`config.mk`:
```
export PLATFORM = sky130hd
export DESIGN_NAME = ibc_master
export DESIGN_NICKNAME = d
export VERILOG_FILES = /design/src/hdl/ibc_pkg.sv /design/src/hdl/ibc_master.sv
export SDC_FILE = /design/constraint.sdc
export NUM_CORES = 1
export LEC_CHECK = 0
export BUFFER_PORTS_ARGS = -buffer_cell sky130_fd_sc_hd__buf_2
export CORE_MARGIN = 2
export CORE_UTILIZATION = 30
export DETAILED_ROUTE_END_ITERATION = 6
export PLACE_DENSITY = 0.54
export RECOVER_POWER = 25
export SETUP_SLACK_MARGIN = 0.5
export SLEW_MARGIN = 25
export SYNTH_ARGS = -nofsm -noshare
export SYNTH_HDL_FRONTEND = slang
export SYNTH_SLANG_ARGS = --single-unit
export TNS_END_PERCENT = 100
```
`constraint.sdc`:
```
create_clock -name i_sys_clk -period 2.3 [get_ports i_sys_clk]
set_input_delay 0.23 -clock i_sys_clk [delete_from_list [all_inputs] [get_ports i_sys_clk]]
set_output_delay 0.23 -clock i_sys_clk [all_outputs]
set_load 0.005 [all_outputs]
```
`src/hdl/ibc_pkg.sv`:
```
// constants and types for the two-wire bus master controller
// Operation
// - drive SDA and SCL only low or released, never high.
// - begin with SDA falling while SCL high, only when bus idle.
// - first byte after START is seven address bits plus direction bit.
// - only the addressed slave acknowledges, pulling SDA low on ninth clock.
// - bytes are eight bits, MSB first, ninth clock carries acknowledge.
// - transmitter changes SDA only while SCL low, stable while high.
// - slave not acknowledging leaves SDA high; master stops or restarts.
// - master receiver withholding acknowledge ends the slave's data.
// - STOP is SDA rising while SCL high, freeing the bus.
// - master may STOP after an acknowledge; slave then releases.
// - repeated START may follow without STOP, keeping the bus.
// - merged SCL has longest low and shortest high of masters.
// - slave may hold SCL low after nine bits; master waits.
// - slave may stretch any SCL low; master honours it.
package ibc_pkg;
  localparam int SYS_CLK_MHZ = 20;
  localparam int SCL_HALF_NS = 200;
  localparam int SCL_HALF_CYC = (SCL_HALF_NS * SYS_CLK_MHZ + 999) / 1000;
  localparam int CNT_W = 8;
  localparam logic [3:0] LAST_BIT = 4'h8;
  localparam logic DIR_READ = 1'b1;
  localparam logic DIR_WRITE = 1'b0;

  typedef enum logic [1:0] {OP_START, OP_WRITE, OP_READ, OP_STOP} ibc_op_t;

  typedef enum logic [3:0] {
    ST_IDLE, ST_START_A, ST_LOW, ST_HIGH, ST_HOLD,
    ST_RS_A, ST_RS_B, ST_STOP_A, ST_STOP_B, ST_STOP_C
  } ibc_state_t;

  typedef struct packed {
    logic valid;
    ibc_op_t op;
    logic [6:0] addr;
    logic rw;
    logic [7:0] wdata;
    logic nack;
  } ibc_cmd_t;

  typedef struct packed {
    logic done;
    logic ack_seen;
    logic arb_lost;
    logic refused;
    logic [7:0] rdata;
  } ibc_rsp_t;

  typedef struct packed {
    ibc_state_t state;
    logic [CNT_W-1:0] cnt;
    logic [3:0] bit_cnt;
    logic [8:0] sh;
    logic [7:0] rx;
    logic smp;
    logic seen_high;
    logic is_rd;
    logic nack;
    logic scl_oe;
    logic sda_oe;
    logic drv_lvl;
    logic scl_m;
    logic scl_s;
    logic sda_m;
    logic sda_s;
    logic sda_p;
    logic busy;
    logic ready;
    ibc_rsp_t rsp;
  } ibc_regs_t;

  localparam ibc_regs_t REGS_RST = '{
    state: ST_IDLE, ready: 1'b1, scl_m: 1'b1, scl_s: 1'b1,
    sda_m: 1'b1, sda_s: 1'b1, sda_p: 1'b1, default: '0
  };
endpackage

```
`src/hdl/ibc_master.sv`:
```
// two-wire bus master controller core, driven by commands from outside
`timescale 1ns/1ns
module ibc_master #(
  parameter int P_HALF_CYC = ibc_pkg::SCL_HALF_CYC
) (
  input wire logic i_sys_clk,
  input wire logic i_sys_rst,
  input wire ibc_pkg::ibc_cmd_t i_cmd,
  output logic o_ready,
  output ibc_pkg::ibc_rsp_t o_rsp,
  output logic o_bus_busy,
  input wire logic i_scl,
  output logic o_scl_o,
  output logic o_scl_oe,
  input wire logic i_sda,
  output logic o_sda_o,
  output logic o_sda_oe
);
  localparam logic [ibc_pkg::CNT_W-1:0] HALF_END =
    ibc_pkg::CNT_W'(P_HALF_CYC - 1);
  localparam logic [ibc_pkg::CNT_W-1:0] CNT_ONE = 8'h01;

  generate
    if (P_HALF_CYC < 2 || P_HALF_CYC > 255) begin : g_bad_half
      $error("P_HALF_CYC out of range");
    end
  endgenerate

  ibc_pkg::ibc_regs_t s;
  ibc_pkg::ibc_regs_t n;
  logic bit_val;
  logic tx_bit;
  logic bit_end;

  always_comb begin
    n = s;
    n.scl_m = i_scl;
    n.scl_s = s.scl_m;
    n.sda_m = i_sda;
    n.sda_s = s.sda_m;
    n.sda_p = s.sda_s;
    n.rsp = '0;
    n.drv_lvl = 1'b0;
    bit_val = s.scl_s ? s.sda_s : s.smp;
    tx_bit = s.is_rd ? (s.bit_cnt == ibc_pkg::LAST_BIT) :
      (s.bit_cnt != ibc_pkg::LAST_BIT);
    bit_end = (s.seen_high && !s.scl_s) || (s.scl_s && s.cnt == HALF_END);
    // watch the wire, so other masters' frames also mark the bus busy
    if (s.scl_s && s.sda_p && !s.sda_s) begin
      n.busy = 1'b1;
    end
    if (s.scl_s && !s.sda_p && s.sda_s) begin
      n.busy = 1'b0;
    end
    case (s.state)
      ibc_pkg::ST_IDLE: begin
        if (i_cmd.valid && s.ready) begin
          n.ready = 1'b0;
          if (i_cmd.op == ibc_pkg::OP_START && !s.busy && s.scl_s &&
              s.sda_s) begin
            n.state = ibc_pkg::ST_START_A;
            n.sda_oe = 1'b1;
            n.cnt = '0;
            n.sh = {i_cmd.addr, i_cmd.rw, 1'b1};
            n.is_rd = 1'b0;
            n.nack = 1'b0;
          end else begin
            n.ready = 1'b1;
            n.rsp.done = 1'b1;
            n.rsp.refused = 1'b1;
          end
        end
      end
      ibc_pkg::ST_START_A: begin
        if (s.cnt == HALF_END) begin
          n.cnt = '0;
          n.scl_oe = 1'b1;
          n.bit_cnt = '0;
          n.state = ibc_pkg::ST_LOW;
        end else begin
          n.cnt = s.cnt + CNT_ONE;
        end
      end
      ibc_pkg::ST_LOW: begin
        n.sda_oe = ~s.sh[8];
        if (s.cnt == HALF_END) begin
          n.cnt = '0;
          n.scl_oe = 1'b0;
          n.seen_high = 1'b0;
          n.state = ibc_pkg::ST_HIGH;
        end else begin
          n.cnt = s.cnt + CNT_ONE;
        end
      end
      ibc_pkg::ST_HIGH: begin
        // high time counts only once the wire is really high
        if (s.scl_s) begin
          n.seen_high = 1'b1;
          n.smp = s.sda_s;
          n.cnt = s.cnt + CNT_ONE;
        end
        if (bit_end) begin
          n.cnt = '0;
          if (tx_bit && !s.sda_oe && !bit_val) begin
            // someone else drove low over our one: release both lines and report arb_lost
            n.scl_oe = 1'b0;
            n.sda_oe = 1'b0;
            n.state = ibc_pkg::ST_IDLE;
            n.ready = 1'b1;
            n.rsp.done = 1'b1;
            n.rsp.arb_lost = 1'b1;
          end else begin
            n.scl_oe = 1'b1;
            n.sh = {s.sh[7:0], 1'b1};
            if (s.bit_cnt == ibc_pkg::LAST_BIT) begin
              n.state = ibc_pkg::ST_HOLD;
              n.ready = 1'b1;
              n.rsp.done = 1'b1;
              n.rsp.ack_seen = !bit_val;
              n.rsp.rdata = s.rx;
            end else begin
              n.rx = {s.rx[6:0], bit_val};
              n.bit_cnt = s.bit_cnt + 4'h1;
              n.state = ibc_pkg::ST_LOW;
            end
          end
        end
      end
      ibc_pkg::ST_HOLD: begin
        n.sda_oe = 1'b0;
        if (i_cmd.valid && s.ready) begin
          n.ready = 1'b0;
          n.cnt = '0;
          n.bit_cnt = '0;
          case (i_cmd.op)
            ibc_pkg::OP_START: begin
              n.sh = {i_cmd.addr, i_cmd.rw, 1'b1};
              n.is_rd = 1'b0;
              n.state = ibc_pkg::ST_RS_A;
            end
            ibc_pkg::OP_WRITE: begin
              n.sh = {i_cmd.wdata, 1'b1};
              n.is_rd = 1'b0;
              n.state = ibc_pkg::ST_LOW;
            end
            ibc_pkg::OP_READ: begin
              n.sh = {8'hff, i_cmd.nack};
              n.nack = i_cmd.nack;
              n.is_rd = 1'b1;
              n.state = ibc_pkg::ST_LOW;
            end
            default: begin
              n.sda_oe = 1'b1;
              n.state = ibc_pkg::ST_STOP_A;
            end
          endcase
        end
      end
      ibc_pkg::ST_RS_A: begin
        if (s.cnt == HALF_END) begin
          n.cnt = '0;
          n.scl_oe = 1'b0;
          n.state = ibc_pkg::ST_RS_B;
        end else begin
          n.cnt = s.cnt + CNT_ONE;
        end
      end
      ibc_pkg::ST_RS_B: begin
        if (s.scl_s) begin
          if (s.cnt == HALF_END) begin
            n.cnt = '0;
            n.sda_oe = 1'b1;
            n.state = ibc_pkg::ST_START_A;
          end else begin
            n.cnt = s.cnt + CNT_ONE;
          end
        end
      end
      ibc_pkg::ST_STOP_A: begin
        if (s.cnt == HALF_END) begin
          n.cnt = '0;
          n.scl_oe = 1'b0;
          n.state = ibc_pkg::ST_STOP_B;
        end else begin
          n.cnt = s.cnt + CNT_ONE;
        end
      end
      ibc_pkg::ST_STOP_B: begin
        if (s.scl_s) begin
          if (s.cnt == HALF_END) begin
            n.cnt = '0;
            n.sda_oe = 1'b0;
            n.state = ibc_pkg::ST_STOP_C;
          end else begin
            n.cnt = s.cnt + CNT_ONE;
          end
        end
      end
      ibc_pkg::ST_STOP_C: begin
        // bus free time before the next frame may start
        if (s.cnt == HALF_END) begin
          n.cnt = '0;
          n.state = ibc_pkg::ST_IDLE;
          n.ready = 1'b1;
          n.rsp.done = 1'b1;
        end else begin
          n.cnt = s.cnt + CNT_ONE;
        end
      end
      default: begin
        n = ibc_pkg::REGS_RST;
      end
    endcase
  end

  always_ff @(posedge i_sys_clk) begin
    if (i_sys_rst) begin
      s <= ibc_pkg::REGS_RST;
    end else begin
      s <= n;
    end
  end

  assign o_ready = s.ready;
  assign o_rsp = s.rsp;
  assign o_bus_busy = s.busy;
  assign o_scl_o = s.drv_lvl;
  assign o_scl_oe = s.scl_oe;
  assign o_sda_o = s.drv_lvl;
  assign o_sda_oe = s.sda_oe;

  property p_low_only;
    @(posedge i_sys_clk) disable iff (i_sys_rst)
      !o_scl_o && !o_sda_o;
  endproperty
  a_low_only: assert property (p_low_only)
    else $error("pin driven to a high level");

  property p_start_shape;
    @(posedge i_sys_clk) disable iff (i_sys_rst)
      $rose(o_sda_oe) && !o_scl_oe |->
        s.state == ibc_pkg::ST_START_A && $past(s.sda_s) && $past(s.scl_s);
  endproperty
  a_start_shape: assert property (p_start_shape)
    else $error("sda fell with scl released outside a start");

  property p_ack_released;
    @(posedge i_sys_clk) disable iff (i_sys_rst)
      s.state == ibc_pkg::ST_LOW && !s.is_rd &&
        s.bit_cnt == ibc_pkg::LAST_BIT && s.cnt != '0 |-> !o_sda_oe;
  endproperty
  a_ack_released: assert property (p_ack_released)
    else $error("master drove sda on the acknowledge clock of a write");

  property p_bit_range;
    @(posedge i_sys_clk) disable iff (i_sys_rst)
      s.state == ibc_pkg::ST_HOLD && $past(s.state) == ibc_pkg::ST_HIGH
        |-> $past(s.bit_cnt) == ibc_pkg::LAST_BIT && s.bit_cnt <= 4'h8;
  endproperty
  a_bit_range: assert property (p_bit_range)
    else $error("byte ended before the ninth clock");

  property p_sda_while_low;
    @(posedge i_sys_clk) disable iff (i_sys_rst)
      $changed(o_sda_oe) && s.state != ibc_pkg::ST_START_A &&
        s.state != ibc_pkg::ST_STOP_C && s.state != ibc_pkg::ST_IDLE
        |-> o_scl_oe && $past(o_scl_oe);
  endproperty
  a_sda_while_low: assert property (p_sda_while_low)
    else $error("sda changed while scl released");

  property p_read_ack;
    @(posedge i_sys_clk) disable iff (i_sys_rst)
      s.state == ibc_pkg::ST_LOW && s.is_rd &&
        s.bit_cnt == ibc_pkg::LAST_BIT && s.cnt != '0 |-> o_sda_oe == !s.nack;
  endproperty
  a_read_ack: assert property (p_read_ack)
    else $error("read acknowledge level does not match request");

  property p_stop_shape;
    @(posedge i_sys_clk) disable iff (i_sys_rst)
      s.state == ibc_pkg::ST_STOP_B && n.state == ibc_pkg::ST_STOP_C
        |=> !o_sda_oe && !o_scl_oe && $past(o_sda_oe);
  endproperty
  a_stop_shape: assert property (p_stop_shape)
    else $error("stop did not raise sda with scl high");

  property p_restart;
    @(posedge i_sys_clk) disable iff (i_sys_rst)
      s.state == ibc_pkg::ST_RS_B && s.scl_s && s.cnt == HALF_END
        |=> s.state == ibc_pkg::ST_START_A && o_sda_oe && !o_scl_oe;
  endproperty
  a_restart: assert property (p_restart)
    else $error("repeated start did not follow the released clock");

  property p_short_high;
    @(posedge i_sys_clk) disable iff (i_sys_rst)
      s.state == ibc_pkg::ST_HIGH && s.seen_high && !s.scl_s
        |=> s.state != ibc_pkg::ST_HIGH;
  endproperty
  a_short_high: assert property (p_short_high)
    else $error("high phase kept after another master pulled scl low");

  property p_stretch;
    @(posedge i_sys_clk) disable iff (i_sys_rst)
      s.state == ibc_pkg::ST_HIGH && !s.scl_s && !s.seen_high
        |=> s.cnt == '0 && !o_scl_oe;
  endproperty
  a_stretch: assert property (p_stretch)
    else $error("high count ran while scl was stretched low");
endmodule // ibc_master

```
==> results of run 1 <==
[sequential cells by signal, indices dropped and copies added (netlist names)]
| register | cells |
|---|---|
| o_ready | 1 |
| o_scl_oe | 1 |
| o_bus_busy | 1 |
| o_rsp | 12 |
| o_sda_oe | 1 |
| s | 41 |
[report_power, final]
part / switching [mW] / total (mW) / leakage, nW / internal (mW)
Combinational: 0.436 / 0.848 / 1.26 / 0.412
Clock: 0.471 / 0.980 / 0.100 / 0.509
Sequential: 0.0755 / 1.14 / 0.469 / 1.07
Total: 0.982 / 2.97 / 1.83 / 1.99
[per-layer routing]
metal | GRT usage (%) | part of all wire (%)
met1 | 20.88 | 45
met2 | 26.15 | 49
met3 | 4.219 | 3.3
met4 | 5.952 | 1.8
met5 | 0 | 0
[metrics by stage]
stage          setup slack (ns)  power, mW  cell area (um^2)  utilization [%]  hold slack [ns]
2_1_floorplan            0.3645      1.649              3346                -           0.3315
3_3_place_gp            0.06613      1.826              3686            34.30           0.3938
3_5_place_dp            0.04596      1.830              3686            34.30           0.4031
4_1_cts                  0.1935      2.940              4278            39.81          0.05118
5_1_grt                  0.1252      3.125              4509            41.97          0.05953
6_report                 0.1804      2.970              4509            41.97          0.06430
[how the worst max path moves through the flow]
| stage | start | endpoint | slack, ns | depth (start not counted) |
|---|---|---|---|---|
| after floorplan | s[48]$_SDFFE_PP0P_ | s[42]$_SDFFE_PP0P_ | 0.36 | 7 |
| after global placement | i_cmd[17] | s[47]$_SDFFE_PP0P_ | 0.07 | 8 |
| after detailed placement | i_cmd[17] | s[47]$_SDFFE_PP0P_ | 0.05 | 8 |
| after CTS | s[53]$_SDFFE_PP0P_ | s[35]$_SDFFE_PP0P_ | 0.19 | 5 |
| after global routing | s[57]$_SDFFE_PP0P_ | s[35]$_SDFFE_PP0P_ | 0.13 | 5 |
| final | s[47]$_SDFFE_PP0P_ | s[45]$_SDFFE_PP0P_ | 0.18 | 9 |
[cell families after synthesis]
logic type / share of synthesized area (%)
simple gates: 24.35
compound gates: 27.57
flops: 34.92
buf+inv: 8.461
fa+ha+maj: 3.063
mux: 0.9954
xor+xnor: 0.5361
other cells: 0.1147
[worst reg2reg max path, cell delays in order (launching register included)]
cell	delay (ns)
dfxtp_2	0.36
ha_4	0.14
or3b_4	0.42
o31ai_4	0.29
buf_6	0.15
nor2_4	0.04
buf_4	0.15
buf_6	0.13
o41ai_4	0.23
a221oi_2	0.09
[final cells by class]
class / instances / area share [%]
multi-input cells: 270 / 49.56
flip-flops and latches: 57 / 26.11
repair buffers: 100 / 15.32
well taps: 140 / 3.885
clock buffers: 9 / 2.747
clock inverters: 7 / 1.720
inverters: 8 / 0.6659
[what timing repair did]
item / CTS / global route
pin swaps: 23 / 32
gates cloned: 3 / 0
endpoints found under the setup margin: 47 / 47
resized for setup: 56 / 38
setup buffers: 20 / 11
[layout by cell type (no fill, tap or decap), types with 9 or more instances in the layout]
| cell | synthesis | routed |
|---|---|---|
| buf_4 | 14 | 47 |
| a21oi_1 | 19 | 13 |
| a22o_1 | 11 | 11 |
| a22o_2 | 9 | 9 |
| buf_2 | 3 | 39 |
| o21ai_0 | 13 | 11 |
| nor2b_1 | 11 | 11 |
| dfxtp_1 | 57 | 44 |
| buf_6 | 2 | 12 |
| nor2_1 | 37 | 34 |
| clkbuf_8 | 4 | 9 |
| nand2_1 | 17 | 15 |
| and2_1 | 10 | 10 |
==> run metrics, run 1 <==
diode count 0; CTS HTree Levels 3; via count of the first global-routing pass 2939; Die Ht 108.4 um; Slew headroom 55.82%; post-synthesis register bit count 57; ratio of final minimum period to clock period 92.16%; Fill cells 1096; DR vias/cell 5.215; fin nets 478; quantity of hold-fixing buffers added after cts 0; routability cong. 0.8229; CP top delay family compound AO/OA/AOI/OAI gates; Async SR Flop Fraction 0%; hold endpoint s[16]$_SDFF_PP1_; via count 3082; share of cells above drive strength 1 46.34%; Post-Layout Cell Count 591; row count 38; Root Buffer clkbuf_8; RSZ-0062 raised after global routing yes; clock sink count 57; most common cell in the synthesized netlist dfxtp_1; top cells by area, synth dfxtp_1 35%, nor2_1 4.2%, buf_4 3.2%; fmax 0.4718 GHz; Post-synth top cells 57 x dfxtp_1, 37 x nor2_1, 19 x a21oi_1, 17 x nand2_1, 14 x buf_4; initial antenna violation count 0; post-synthesis cell count 368; slowest stage delay, CP 0.42 ns; worst vdd ir 0.2336 mV; area fraction of the dominant cell type after synthesis 34.92%; CTS max path bufs 2; largest net degree at the start of global routing 22; setup TNS 0 ns; clock period minus worst slack 2.120 ns; Yosys top cell by area dfxtp_1; Hold Path Origin i_sda; RR Startpoint s[47]$_SDFFE_PP0P_; crit-path max FO 4; Chip Width 108.4 um; # IOs 42; Synth Flop Type dfxtp_1; worst-path cell chain ha_4, or3b_4, o31ai_4, buf_6, nor2_4, buf_4, buf_6, o41ai_4, a221oi_2; Clock Latency Late Sink 0.35 ns; WL per Instance 16.04 um; PwrDens 658.5 mW/mm^2; status finished clean; 1st-iter DRT viols 166; clk slew on worst S/H paths 0.08 ns; Port Buffers 39; Tightest Pin Transition 0.6627 ns; DIE AREA 0.01175 mm^2; Hold Fails Final Rpt 0; crit path kind flip-flop to flip-flop; area of the multi-input gates 0.002235 mm^2; Total GRT Usage 16.23%; Yosys Warn Count 0; 1st-pass router iterations 4; Area Overhead vs Synth 37.98%; Register Area 0.001177 mm^2; sequential fraction of the synthesis area 34.92%; initial core utilization 30.41%; CTS tree built; DRC 0; CTS Buf Count 9; Hold Crit Depth 2; HPWL after detailed placement 6028 um; global-route wire length before repair 14850 um; Core Area 0.01075 mm^2; setup violators final 0; EDFF count, synth 0; Setup Skew 0.01383 ns; CP arrival 2.34 ns; Worst Setup Start Kind flip-flop; WP data required 2.52 ns; maxcap violations 0; Leak 1.834 nW; Routed Antenna Nets 0; post-synthesis cell type count 74; critical path's most frequent cell buf_6; Crit path buffers/inverters 3; Inst Count DP 541; worst r2r dst s[45]$_SDFFE_PP0P_; CP endpoint kind flip-flop; Reg2Reg Depth 9; global route overflow 0; Synth Cell Area 0.003268 mm^2; R2R Setup Slk 0.18 ns; Crit-path slowest cell or3b_4; wirelength, routed 9480 um; Synth Area per Inst 8.881 um^2; Pins Over Slew Limit 0; worst min-delay path class input pin to flip-flop
(Power assumes the default switching activity.)
==> run 2, diff against run 1 <==
--- a/config.mk
+++ b/config.mk
@@ -5,10 +5,11 @@
 export SDC_FILE = /design/constraint.sdc
 export NUM_CORES = 1
 export LEC_CHECK = 0
-export BUFFER_PORTS_ARGS = -buffer_cell sky130_fd_sc_hd__buf_2
+export BUFFER_PORTS_ARGS = -buffer_cell sky130_fd_sc_hd__buf_4
 export CORE_MARGIN = 2
 export CORE_UTILIZATION = 30
 export DETAILED_ROUTE_END_ITERATION = 6
+export HOLD_SLACK_MARGIN = 0.1
 export PLACE_DENSITY = 0.54
 export RECOVER_POWER = 25
 export SETUP_SLACK_MARGIN = 0.5
==> run metrics, run 2 (synthesis gave the netlist of run 1 again) <==
commonest non-fill, non-tap cell in the layout buf_4; DIE AREA 0.01175 mm^2 (unchanged); initial core utilization 30.41% (unchanged); maxcap violations 0 (unchanged); row count 38 (unchanged); Port Buffers 39 (unchanged); Clock power frac 32.9% (about the same); clk slew on worst S/H paths 0.07 ns (about the same); Worst Setup SP s[47]$_SDFFE_PP0P_; Clock Latency Late Sink 0.35 ns (about the same); Slew headroom 55.34% (-0.48 points); RSZ-0062 raised after global routing yes; DRC 0 (unchanged); status finished clean; ratio of final minimum period to clock period 90.33% (-1.8 points); Total GRT Usage 16.49% (+0.26 points); logic gate share of total power 28.6% (about the same); Chip Width 108.4 um (unchanged); Root Buffer clkbuf_8; initial antenna violation count 0 (unchanged); via count of the first global-routing pass 2933 (-0.20%); Flop pwr share 38.5% (about the same); HPWL after detailed placement 6426 um (+6.6%); clock period minus worst slack 2.077 ns (-0.04208 ns); setup violators final 0 (unchanged); # IOs 42 (unchanged); crit path kind flip-flop to flip-flop; WP data required 2.54 ns (+0.02 ns); Routed Antenna Nets 0 (unchanged); CTS tree built; routability cong. 0.8502 (+3.3%); largest reg by FF count s; Tightest Pin Transition 0.6692 ns (+0.006494 ns); max reg flops 41 (unchanged); Pins Over Slew Limit 0 (unchanged); CTS max path bufs 2 (unchanged); Fill cells 1074 (-2.0%); Area Overhead vs Synth 38.97%; most frequent cells in the layout 69 x buf_4, 45 x dfxtp_1, 34 x nor2_1, 15 x nand2_1, 14 x clkbuf_4; CTS Buf Count 9 (unchanged); global-route wire length before repair 14930 um (+0.56%); 1st-pass router iterations 4 (unchanged); Core Area 0.01075 mm^2 (unchanged); Setup Skew 0.008896 ns (-0.004938 ns); P_sw 0.9818 mW (about the same); crit-path max FO 7 (+3); worst min-delay path class input pin to flip-flop; clock sink count 57 (unchanged); share of cells above drive strength 1 44.44% (-1.9 points); wirelength, routed 9546 um (+0.70%); RR Startpoint s[47]$_SDFFE_PP0P_; Die Ht 108.4 um (unchanged); Leak 1.832 nW (-0.11%); PwrDens 655.6 mW/mm^2 (-0.45%); Post-Layout Cell Count 590 (-0.17%); worst vdd ir 0.2906 mV (+24%); WL per Instance 16.18 um (+0.87%); via count 3129 (+1.5%); Hold Fails Final Rpt 0 (unchanged); CP endpoint kind flip-flop; Hold Path Origin i_sys_rst; DR vias/cell 5.303 (+1.7%); CTS HTree Levels 3 (unchanged); largest net degree at the start of global routing 21 (-4.5%); Inst Count DP 544 (+0.55%); setup TNS 0 ns (unchanged); Worst Setup Start Kind flip-flop; fin nets 477 (-0.21%); global route overflow 0 (unchanged); 1st-iter DRT viols 147 (-11%); P_int 1.996 mW (+0.42%); Sw Share 32.97% (-0.10 points); diode count 0 (unchanged); CP arrival 2.32 ns (-0.02 ns); fmax 0.4814 GHz (+2.0%)
-- run 2: cell count changes in the layout (fill, tap and decap cells not counted), moves of 3 or more --
| cell | change |
|---|---|
| o31ai_4 | -3 |
| buf_4 | +22 |
| clkbuf_4 | +14 |
| o31ai_1 | +3 |
| dfxtp_4 | -3 |
| buf_2 | -39 |
-- run 2: power groups by stage --
| stage | logic, mW | clock network [mW] | registers (mW) |
|---|---|---|---|
| final | 0.852 | 0.981 | 1.15 |
| after detailed placement | 0.704 | 0 | 1.16 |
| after global routing | 0.922 | 1.05 | 1.16 |
| after floorplan | 0.516 | 0 | 1.13 |
| after CTS | 0.779 | 0.992 | 1.14 |
| after global placement | 0.696 | 0 | 1.16 |
-- run 2: worst paths after layout --
kind	end	slack [ns]	depth (start not counted)
setup / recovery	s[40]$_SDFFE_PP0P_	0.22	7
hold / removal	s[56]$_SDFFE_PP0P_	0.15	2
setup reg to reg	s[40]$_SDFFE_PP0P_	0.22	7
hold reg to reg	s[15]$_SDFF_PP1_	0.41	1
-- run 2: final cells by class --
type | count | area (um^2) | share of cell area (%)
multi-input combinational | 271 | 2185 | 48.10
sequential | 57 | 1169 | 25.73
timing repair buffer | 98 | 782.0 | 17.22
tap | 140 | 175.2 | 3.857
clock buffer | 9 | 123.9 | 2.727
clock inverter | 7 | 77.57 | 1.708
inverter | 8 | 30.03 | 0.6612
-- run 2: through the flow --
stage	hold slack [ns]	utilization, %	cell area, um^2	worst slack [ns]	power [mW]
floorplan	0.3315	-	3346	0.3645	1.649
global placement	0.3972	35.42	3806	0.1391	1.858
detailed placement	0.4008	35.42	3806	0.1100	1.866
CTS	0.1345	40.51	4353	0.2210	2.914
global route	0.1536	42.27	4542	0.1707	3.132
finish	0.1524	42.27	4542	0.2225	2.977
-- run 2: routing by layer --
layer	global-route usage, %	vias up	share of wire [%]
li1	-	1523	-
met1	21.04	1513	44
met2	27.00	71	50
met3	3.376	22	3.9
met4	6.960	0	2.4
met5	0	-	0
-- run 2: critical path, cell delays in order, from the launching register on --
cell     delay (ns)
dfxtp_2        0.35
ha_4           0.13
or3b_4         0.43
o31ai_4        0.26
buf_6          0.15
nor2_4         0.05
o31a_1         0.34
a22o_2         0.26
-- run 2: timing repair --
action / CTS / global route
setup buffers: 18 / 7
pin swaps: 16 / 20
setup endpoints to repair: 47 / 47
resized for setup: 39 / 39
hold buffers: 2 / 0
gates cloned: 3 / 0
hold endpoints to repair: 2 / 0
==> run 3, diff against run 2 <==
==> constraint.sdc (replaced) <==
create_clock -name i_sys_clk -period 2.3 [get_ports i_sys_clk]
set_input_delay 0.23 -clock i_sys_clk [delete_from_list [all_inputs] [get_ports i_sys_clk]]
set_output_delay 0.23 -clock i_sys_clk [all_outputs]
set_load 0.1 [all_outputs]
==> run metrics, run 3 (synthesis gave the netlist of run 1 again) <==
status finished clean; setup violators final 0 (unchanged); global route overflow 0 (unchanged); Port Buffers 39 (unchanged); CTS HTree Levels 3 (unchanged); CTS tree built; initial core utilization 30.41% (unchanged); post-layout util 41.90% (-0.37 points); most frequent cells in the layout 80 x buf_4, 44 x dfxtp_1, 35 x nor2_1, 16 x clkbuf_1; fmax 0.4860 GHz (+0.97%); initial antenna violation count 0 (unchanged); wirelength, routed 9512 um (-0.36%); clk slew on worst S/H paths 0.07 ns (about the same); CTS Buf Count 9 (unchanged); CTS max path bufs 2 (unchanged); routability cong. 0.8509 (about the same); max reg flops 41 (unchanged); Core Area 0.01075 mm^2 (unchanged); smallest setup slack after layout 0.2424 ns (+0.01989 ns); share of cells above drive strength 1 41.14% (-3.3 points); Inst Count DP 543 (-0.18%); clock period minus worst slack 2.058 ns (-0.01989 ns); Tightest Pin Transition 1.163 ns (+0.4941 ns); Placement Cell Area 0.003814 mm^2 (+0.20%); metal2 WL 4541 um (-4.8%); row count 38 (unchanged); # IOs 42 (unchanged); Fill cells 1064 (-0.93%); CP endpoint kind flip-flop; setup TNS 0 ns (unchanged); maxcap violations 0 (unchanged); Total GRT Usage 16.54% (+0.055 points); WL per Instance 15.93 um (-1.5%); Die Ht 108.4 um (unchanged); CP arrival 2.30 ns (-0.02 ns); R2R Setup Slk 0.24 ns (+0.02 ns); Max Used Layer met4; Area Overhead vs Synth 37.75%; Worst Setup Start Kind flip-flop; Root Buffer clkbuf_8; Leak 1.814 nW (-1.0%); DR vias/cell 5.295 (-0.16%); worst min-delay path class input pin to flip-flop; crit-path max FO 6 (-1); Setup Skew 0.006993 ns (-0.001903 ns); worst vdd ir 0.4242 mV (+46%); crit path kind flip-flop to flip-flop; DRC 0 (unchanged); global-route wire length before repair 15070 um (+0.92%); Clock Latency Late Sink 0.35 ns (about the same); fin nets 484 (+1.5%); Design Area, Final 0.004502 mm^2 (-0.88%); clock sink count 57 (unchanged); 1st-pass router iterations 4 (unchanged); largest reg by FF count s; WP data required 2.54 ns (about the same); Chip Width 108.4 um (unchanged); Slew headroom 22.77% (-33 points); commonest non-fill, non-tap cell in the layout buf_4; Routed Antenna Nets 0 (unchanged); Post-Layout Cell Count 597 (+1.2%); ratio of final minimum period to clock period 89.46% (-0.86 points); Hold Fails Final Rpt 0 (unchanged); via count of the first global-routing pass 3064 (+4.5%); PwrDens 699.5 mW/mm^2 (+6.7%); largest net degree at the start of global routing 20 (-4.8%); HPWL after detailed placement 6300 um (-2.0%); via count 3161 (+1.0%); M1 WL 4255 um (+1.8%); DIE AREA 0.01175 mm^2 (unchanged); Setup WS pre-CTS 0.09215 ns (-0.01786 ns); Pins Over Slew Limit 0 (unchanged); RSZ-0062 raised after global routing yes; 1st-iter DRT viols 186 (+27%); diode count 0 (unchanged); met3 WL 462 um (+25%)
[run 3: where the power goes]
group	internal, mW	switching (mW)
Sequential	1.07	0.0872
Combinational	0.406	0.574
Clock	0.564	0.444
Total	2.04	1.11
[run 3: per-stage QoR]
stage                     power, mW  hold WS (ns)
after detailed placement      2.048        0.3921
after global routing          3.292        0.1810
final                         3.149        0.1641
after global placement        2.041        0.3939
after CTS                     3.140        0.1592
after floorplan               1.821        0.3315
[run 3: worst paths after layout]
| kind | start | to | cells past startpoint |
|---|---|---|---|
| setup reg to reg | s[48]$_SDFFE_PP0P_ | s[39]$_SDFFE_PP0P_ | 6 |
| hold reg to reg | s[16]$_SDFF_PP1_ | s[15]$_SDFF_PP1_ | 1 |
| setup / recovery | s[48]$_SDFFE_PP0P_ | s[39]$_SDFFE_PP0P_ | 6 |
| hold / removal | i_sys_rst | s[44]$_SDFFE_PP0P_ | 2 |
[run 3: worst max-delay path, cell delays in order (launching register included)]
cell and delay, ns:
dfxtp_2 0.35, ha_4 0.13, or3b_4 0.41, o31ai_4 0.36, nor2_4 0.10, o31a_1 0.33, a22o_2 0.26
[run 3: cell type report]
cell class	count	area, um^2	share of cell area (%)
multi-input cells	271	2136	47.44
flip-flops and latches	57	1175	26.10
repair buffers	105	772.0	17.15
well taps	140	175.2	3.891
clock buffers	11	151.4	3.363
clock inverters	5	62.56	1.390
inverters	8	30.03	0.6670
[run 3: what timing repair did]
action                                  4_1_cts  5_1_grt
endpoints found under the hold margin         2        0
pin swaps                                    13       15
setup buffers                                28        5
hold buffers                                  2        0
endpoints found under the setup margin       46       47
cloned                                        3        0
resized for setup                            38       18
[run 3: metal layers]
metal / track usage (%) / vias up
li1: - / 1535
met1: 20.32 / 1527
met2: 27.00 / 79
met3: 4.822 / 20
met4: 6.960 / 0
met5: 0 / -
